### config.mk
export PLATFORM = sky130hd
export DESIGN_NAME = wdt_top
export DESIGN_NICKNAME = d
export VERILOG_FILES = /design/src/rtl/wdt_pkg.sv /design/src/rtl/wdt_delay.sv /design/src/rtl/wdt_top.sv
export SDC_FILE = /design/constraint.sdc
export NUM_CORES = 1
export LEC_CHECK = 0
export BUFFER_PORTS_ARGS = -buffer_cell sky130_fd_sc_hd__buf_2
export CORE_ASPECT_RATIO = 2
export CORE_MARGIN = 5
export CORE_UTILIZATION = 55
export DETAILED_ROUTE_END_ITERATION = 8
export PLACE_DENSITY = 0.75
export SLEW_MARGIN = 40
export SYNTH_ARGS = -nofsm -noshare
export SYNTH_HDL_FRONTEND = slang
export SYNTH_SLANG_ARGS = --single-unit
### constraint.sdc
create_clock -name sys_clk -period 2 [get_ports sys_clk]
set_input_delay 0.1 -clock sys_clk [delete_from_list [all_inputs] [get_ports sys_clk]]
set_output_delay 0.1 -clock sys_clk [all_outputs]
set_load 0.03 [all_outputs]
### src/rtl/wdt_pkg.sv
// Functional notes
// - The watchdog is a free-running counter that software restarts now and then.
// - A two-bit timeout select picks 2^15, 2^18, 2^21 or 2^24 clock cycles.
// - On timeout, an interrupt request is raised if the interrupt is enabled.
// - The timeout starts a reset delay that ends exactly 512 cycles later.
// - If no restart came and enable stayed high before the delay ends, a system reset is asserted.
package wdt_pkg;
    localparam int WDT_CNT_W = 24;
    localparam int WDT_DLY_W = 10;
    localparam logic [4:0] WDT_EXP_SEL0 = 5'h0F;
    localparam logic [4:0] WDT_EXP_SEL1 = 5'h12;
    localparam logic [4:0] WDT_EXP_SEL2 = 5'h15;
    localparam logic [4:0] WDT_EXP_SEL3 = 5'h18;
    localparam logic [9:0] WDT_RST_DELAY = 10'h200;
    localparam logic [23:0] WDT_CNT_RESET = 24'h00_0000;
    localparam logic [1:0] WDT_SEL_RESET = 2'h0;
    typedef enum logic [1:0] {WDT_RUN, WDT_DELAY, WDT_FIRED} wdt_state_t;
endpackage

### src/rtl/wdt_delay.sv
`timescale 1ns/1ps
// Counts the fixed delay between timeout and reset
module wdt_delay
    import wdt_pkg::*;
(
    input wire logic sys_clk,
    input wire logic rst_b,
    input wire logic start,
    input wire logic cancel,
    output logic done
);
    logic [WDT_DLY_W-1:0] cnt;
    logic [WDT_DLY_W-1:0] next_cnt;
    logic next_done;

    always_comb begin
        next_cnt = cnt;
        next_done = 1'b0;
        if (cancel) begin
            next_cnt = '0;
        end else if (start) begin
            next_cnt = WDT_RST_DELAY - 10'h001;
        end else if (cnt != '0) begin
            next_cnt = cnt - 10'h001;
            next_done = (cnt == 10'h001);
        end
    end

    always_ff @(posedge sys_clk or negedge rst_b) begin
        if (!rst_b) begin
            cnt <= '0;
            done <= 1'b0;
        end else begin
            cnt <= next_cnt;
            done <= next_done;
        end
    end
endmodule

### src/rtl/wdt_top.sv
`timescale 1ns/1ps
module wdt_top
    import wdt_pkg::*;
(
    input wire logic sys_clk,
    input wire logic rst_b,
    input wire logic enable,
    input wire logic [1:0] timeout_select,
    input wire logic irq_enable,
    input wire logic restart,
    output logic timeout_flag,
    output logic irq,
    output logic sys_reset
);
    wdt_state_t state;
    wdt_state_t next_state;
    logic [WDT_CNT_W-1:0] cnt;
    logic [WDT_CNT_W-1:0] next_cnt;
    logic next_flag;
    logic next_sys_reset;
    logic [4:0] exp_sel;
    logic expire;
    logic dly_start;
    logic dly_done;

    always_comb begin
        unique case (timeout_select)
            2'h0: exp_sel = WDT_EXP_SEL0;
            2'h1: exp_sel = WDT_EXP_SEL1;
            2'h2: exp_sel = WDT_EXP_SEL2;
            2'h3: exp_sel = WDT_EXP_SEL3;
        endcase
    end

    // Last count of the selected period
    assign expire = (cnt == ((WDT_CNT_W'(1) << exp_sel) - WDT_CNT_W'(1)));

    always_comb begin
        next_state = state;
        next_cnt = cnt;
        next_flag = timeout_flag;
        next_sys_reset = 1'b0;
        dly_start = 1'b0;
        if (restart || !enable) begin
            next_state = WDT_RUN;
            next_cnt = WDT_CNT_RESET;
            next_flag = 1'b0;
        end else begin
            unique case (state)
                WDT_RUN: begin
                    next_cnt = cnt + WDT_CNT_W'(1);
                    if (expire) begin
                        next_cnt = WDT_CNT_RESET;
                        next_flag = 1'b1;
                        dly_start = 1'b1;
                        next_state = WDT_DELAY;
                    end
                end
                WDT_DELAY: begin
                    if (dly_done) begin
                        next_sys_reset = 1'b1;
                        next_state = WDT_FIRED;
                    end
                end
                WDT_FIRED: begin
                    next_sys_reset = 1'b1;
                end
                // Unused state code falls back to counting
                default: begin
                    next_state = WDT_RUN;
                end
            endcase
        end
    end

    always_ff @(posedge sys_clk or negedge rst_b) begin
        if (!rst_b) begin
            state <= WDT_RUN;
            cnt <= WDT_CNT_RESET;
            timeout_flag <= 1'b0;
            sys_reset <= 1'b0;
        end else begin
            state <= next_state;
            cnt <= next_cnt;
            timeout_flag <= next_flag;
            sys_reset <= next_sys_reset;
        end
    end

    assign irq = timeout_flag && irq_enable;

    wdt_delay u_delay (
        .sys_clk(sys_clk),
        .rst_b(rst_b),
        .start(dly_start),
        .cancel(restart || !enable),
        .done(dly_done)
    );
endmodule

### Yosys cells after proc, flatten, opt, wreduce, memory -nomap -nowiden

Index checks and enable logic that the tools add are counted.

| cells by class | value |
|---|---|
| add/sub/neg operators | 3 |
| eq/ne operators | 10 |
| reductions and logical operators | 11 |
| multiplexer cells | 23 |
| shift operators | 1 |

Operators with widths:

| operator | count |
|---|---|
| two-way mux 24 bit | 3 |
| two-way mux 10 bit | 3 |
| adder 24 x 1 -> 24 bit (second input constant) | 1 |
| equality test 24 bit | 1 |
| left shift 1 x 5 -> 24 bit (first input constant) | 1 |
| subtractor 24 x 1 -> 24 bit (second input constant) | 1 |
| case mux 5 bit (4 select lines) | 1 |
| two-way mux 1 bit | 11 |
| equality test 10 x 1 -> 1 bit (second input constant) | 1 |
| nonzero test 10 bit | 1 |
| subtractor 10 x 1 -> 10 bit (second input constant) | 1 |
| equality test 2 bit (second input constant) | 3 |
| two-way mux 2 bit | 3 |
| case mux 2 bit (3 select lines) | 1 |
| equality test 2 x 1 -> 1 bit (second input constant) | 2 |
| zero test 2 bit | 2 |
| nonzero test 2 bit | 2 |
| != test 3 x 1 -> 1 bit (second input constant) | 1 |
| != test 3 x 2 -> 1 bit (second input constant) | 1 |
| AND reduction 3 bit | 1 |
| nonzero test 3 bit | 1 |
| != test 2 x 1 -> 1 bit (second input constant) | 1 |
| case mux 1 bit (2 select lines) | 1 |
| AND reduction 2 bit | 1 |
| other kinds (3) | 3 |

| storage, ports and cells | value |
|---|---|
| register bits after elaboration | 39 |

### Depth between registers and ports, before layout

| depth | value |
|---|---|
| depth after elaboration | 10 |
| gate-level depth with buffers | 7 |
| mapped depth without buffers | 7 |

### Cells and area by module

From an unflattened synthesis, not the netlist that was laid out.

| second synthesis, totals | value |
|---|---|
| cells, all modules | 244 |
| area total of the unflattened synthesis | 2319.7 um^2 |

By module, submodules not included:

| module | seq. area each (um^2) | times used | area an instance (um^2) | cells each |
|---|---|---|---|---|
| wdt_top | 700.7 | 1 | 1719.1 | 184 |
| wdt_delay | 275.3 | 1 | 600.6 | 60 |

### Worst setup path before layout

Ideal clock, no wire load.

| timing path | value |
|---|---|
| path kind | register to register |
| from | register cnt[0] |
| to | register cnt[22] |
| setup slack | 15 ps |
| cell stages (with the launch flop) | 7 |
| arrival | 1917 ps |
| clock period less this slack | 1985 ps |
| path buffers | 0 |
| library setup time | 69 ps |
| required time | 1931 ps |
| cells stage by stage | dfrtp_1 > ha_1 > nand4_1 > or3_1 > or2_1 > or4_1 > nand3_1 |

| between the ends | value |
|---|---|
| cells in the longest elaborated chain, start to end | 4 |
| elaborated cells between the ends (all ways) | 5 |

Ends and longest elaborated chain:

| what | RTL line | RTL |
|---|---|---|
| start: declaration | wdt_top.sv:17 | `logic [WDT_CNT_W-1:0] cnt;` |
| start signal: assignment | wdt_top.sv:84 | `cnt <= next_cnt;` |
| adder 24 x 1 -> 24 bit or equality test 24 bit (tied branches) | wdt_top.sv:51, wdt_top.sv:36 |  |
| two-way mux 24 bit * | wdt_top.sv:52 | `if (expire) begin` |
| two-way mux 24 bit * | wdt_top.sv:49 | `unique case (state)` |
| two-way mux 24 bit * | wdt_top.sv:44 | `if (restart \|\| !enable) begin` |

Mark *: on every way between the ends. The rest lies on a longest branch, timed or not. The select of a mux whose other input is x is not followed.
A chain may end at the register's enable or synchronous reset.

### Final worst setup path

| timing path | value |
|---|---|
| from | register cnt[21] |
| to | register u_delay.cnt[1] |

| between the ends | value |
|---|---|
| cells in the longest elaborated chain, start to end | 6 |
| elaborated cells between the ends (all ways) | 7 |

Ends and longest elaborated chain:

| what | RTL line | RTL |
|---|---|---|
| equality test 24 bit * | wdt_top.sv:36 | `assign expire = (cnt == ((WDT_CNT_W'(1) << exp_sel) - WDT_CNT_W'(1)));` |
| two-way mux 1 bit * | wdt_top.sv:52 |  |
| two-way mux 1 bit * | wdt_top.sv:49 |  |
| two-way mux 1 bit * | wdt_top.sv:44 |  |
| two-way mux 10 bit | wdt_delay.sv:21 | `end else if (start) begin` |
| two-way mux 10 bit | wdt_delay.sv:19 | `if (cancel) begin` |
| end signal: assignment | wdt_delay.sv:34 | `cnt <= next_cnt;` |
| end: declaration | wdt_delay.sv:12 | `logic [WDT_DLY_W-1:0] cnt;` |

Mark *: on every way between the ends. The rest lies on a longest branch, timed or not.

==> reports/qor.csv <==
stage,metric,value,unit
status,outcome,completed,
place,DP Worst Slack,0.01659,ns
drt,drt wl/cell,17.11,um
die,DIE AREA,5600,um^2
cells_and_area,Area Overhead vs Synth,24.48,%
die,Die H,101.0,um
setup_path,worst reg2reg endpoint,u_delay.cnt[1]$_DFFE_PN0P_,
drt,drt pass-1 iters,4,
clocking,Worst-path clk slew,0.08,ns
cells_and_area,Final nets,309,
clocking,CTS tree,yes,
setup_path,Startpoint Class,flop,
hold_path,hold endpoint,cnt[16]$_DFFE_PN0P_,
logic_synthesis,"Seq/Total Area, Yosys",42.90,%
place,DP HPWL,4.179,mm
logic_synthesis,#FFs+latches synth,39,
clocking,Clock Latency Late Sink,0.30,ns
timing,Worst Clk Skew,0.01040,ns
logic_synthesis,"EDFF count, synth",0,
drt,DRT iter0 DRCs,61,
timing,actual slew at the worst max-slew pin,0.5083,ns
timing,Hold Fails Final Rpt,0,
die,Core Region,4046,um^2
clocking,number of clock sinks,39,
timing,RSZ-0062 raised after global routing,true,
clocking,Root Buffer,clkbuf_8,
place,IO Port Bufs,9,
timing,Final WS setup,0.03941,ns
clocking,H-tree levels,2,
logic_synthesis,synthesized area,2275,um^2
clocking,CTS buffer count,5,
die,Site Rows,33,
clocking,Clock Tree Buf Depth,2,
logic_synthesis,cell taking the most area after synthesis,dfrtp_1,
drt,Post-DRT Antenna Nets,0,
die,Starting Density,56.22,%
timing,"Slew Viols, Final",0,
global_route,GRT Util Overall,22.30,%
cells_and_area,FILL cells,349,
power_and_ir_drop,Worst IR Drop VDD,631.9,uV
setup_path,crit path capture type,flop,
logic_synthesis,Post-Syn Nets,267,
global_route,first-pass GRT wire length,9.832,mm
cells_and_area,Reg area,975.9,um^2
setup_path,Reg2Reg Depth,5,
global_route,gr ovfl total,0,
logic_synthesis,"FFs w/ async S/R, synth",100.0,%
global_route,initial antenna violation count,0,
global_route,largest net degree at the start of global routing,40,
setup_path,CP Max Fanout,7,
timing,Rel. slew slack,66.11,%
power_and_ir_drop,Leak,0.001254,uW
timing,Max Fclk,510.1,MHz
global_route,vias in the first global route,2183,
logic_synthesis,Yosys cell types,49,
timing,Min Hold Slack,0.2493,ns
timing,final setup TNS,0,ns
timing,minimum clock period,1.961,ns
setup_path,Crit Path Class,reg -> reg,
setup_path,CP required,2.18,ns
cells_and_area,fin util,69.98,%
cells_and_area,antenna fix cells,0,
job,maxcap violations,0,
drt,drt drc,0,
power_and_ir_drop,PwrDens,681.8,nW/um^2
hold_path,hold path start,enable,
power_and_ir_drop,Pwr Total,1930,uW
setup_path,Reg-to-Reg Start,cnt[21]$_DFFE_PN0P_,
setup_path,R2R setup slack,0.04,ns
timing,crit share post-route,98.03,%
die,Top Ports,10,
hold_path,worst min-delay path category,in -> reg,
place,GPL Wtd Cong,0.8379,
drt,DR vias,2174,
logic_synthesis,share of the synthesized area in the top cell type,42.90,%
drt,Via density,6.247,
drt,Post-Route WL,5.956,mm
setup_path,WP data arrival,2.14,ns
cells_and_area,share of cells above drive strength 1,25.00,%
logic_synthesis,"top cells by area, synth","dfrtp_1 43%, nand2_1 5.4%, nand3_1 4.0%, ha_1 3.9%, a21oi_1 3.5%",
hold_path,Worst Hold Path Cells,4,
cells_and_area,area of the multi-input gates,1299,um^2
die,die width,55.48,um
logic_synthesis,Syn Inst Count,253,
logic_synthesis,Synth Area per Inst,8.991,um^2
logic_synthesis,Most used DFF post-synth,dfrtp_1,
logic_synthesis,Ys Warns,0,
timing,# setup viols final,0,
-- flip-flops by register name, summed over array words and instances, names as in the netlist --
name / count
sys_reset: 1
u_delay.done: 1
u_delay.cnt: 10
timeout_flag: 1
cnt: 24
state: 2
-- cell type report --
type / count / share of cell area, %
clock buffer: 6 / 2.916
clock inverter: 2 / 1.237
inverter: 8 / 1.061
multi-input combinational: 195 / 45.87
sequential: 39 / 34.47
tap: 52 / 2.298
timing repair buffer: 46 / 12.15
-- layer usage --
layer	vias to the layer above	part of all wire, %	track usage [%]
li1	1015	-	-
met1	1058	37	23.35
met2	73	55	41.42
met3	28	3.4	2.692
met4	0	4.3	13.67
met5	-	0	0
-- metrics by stage --
stage,std cells,area [um^2]
4_1_cts,343,2714
3_3_place_gp,334,2581
3_5_place_dp,334,2584
5_1_grt,348,2831
2_1_floorplan,253,2275
6_report,348,2831
-- cell usage after synthesis (all sizes together) (2+ instances only) --
cell type and number:
nor4 2, a211o 2, o21ai 9, dfrtp 39
buf 4, and2 4, nand2 33, o22ai 5
or4 5, a31oi 4, o41ai 3, nor2 15
nand2b 5, ha 7, nand4 10, o31ai 3
and4 2, nand3b 4, xnor2 3, xor2 7
nor3 4, o211ai 3, o31a 2, and3 6
inv 8, clkbuf 7, a21oi 16, or3 6
mux2i 2, nand3 18, mux2 2
-- worst max path at each step --
stage                              from                         end  slack (ns)
CTS                  cnt[0]$_DFFE_PN0P_          cnt[7]$_DFFE_PN0P_      0.0006
finish              cnt[21]$_DFFE_PN0P_  u_delay.cnt[1]$_DFFE_PN0P_        0.04
global route        cnt[21]$_DFFE_PN0P_  u_delay.cnt[3]$_DFFE_PN0P_       -0.02
global placement     cnt[0]$_DFFE_PN0P_          cnt[7]$_DFFE_PN0P_        0.08
floorplan            cnt[0]$_DFFE_PN0P_         cnt[22]$_DFFE_PN0P_        0.01
detailed placement   cnt[0]$_DFFE_PN0P_  u_delay.cnt[5]$_DFFE_PN0P_        0.02
-- logic make-up (layout without fill, tap and decap cells) --
logic type	after synthesis	in the layout	synth area share (%)
compound gates	55	55	16.39
xor+xnor	10	10	3.851
simple gates	119	119	27.34
fa+ha+maj	7	7	3.850
buf+inv	19	62	3.466
flops	39	39	42.90
mux	4	4	2.200
-- cells in the final DEF (no fill, tap or decap), drive strengths merged, types with 2 or more instances in the layout --
master,instances
a31oi,4
nand2b,5
xnor2,3
a211o,2
o41ai,3
nand3,18
nand4,10
xor2,7
and4,2
nor4,2
nor2,15
inv,8
o22ai,5
and3,6
o211ai,3
dfrtp,39
mux2i,2
ha,7
a21oi,16
clkbuf,6
o31ai,3
or3,6
o21ai,9
nand3b,4
nand2,33
and2,4
buf,44
nor3,4
mux2,2
or4,5
o31a,2
-- power breakdown --
part           leakage, uW  internal [uW]  switching (uW)
Clock            0.0000612            404             293
Combinational     0.000655            174             206
Sequential        0.000538            820            34.9
Total              0.00125           1400             533
-- what timing repair did --
action	4_1_cts	5_1_grt
buffers inserted	0	4
hold endpoints to repair	39	0
pin swaps	1	10
endpoints found under the setup margin	4	24
gates cloned	0	1
hold buffers	1	0
gates resized for setup	1	17
-- worst max-delay path, cell delays in order, from the launching register on --
cell and delay, ns:
dfrtp_1 0.47, a211o_1 0.30, o22ai_1 0.26, o211ai_2 0.17
o2111a_2 0.34, mux2_4 0.30
No activity file was read; power rests on OpenSTA's default activity.
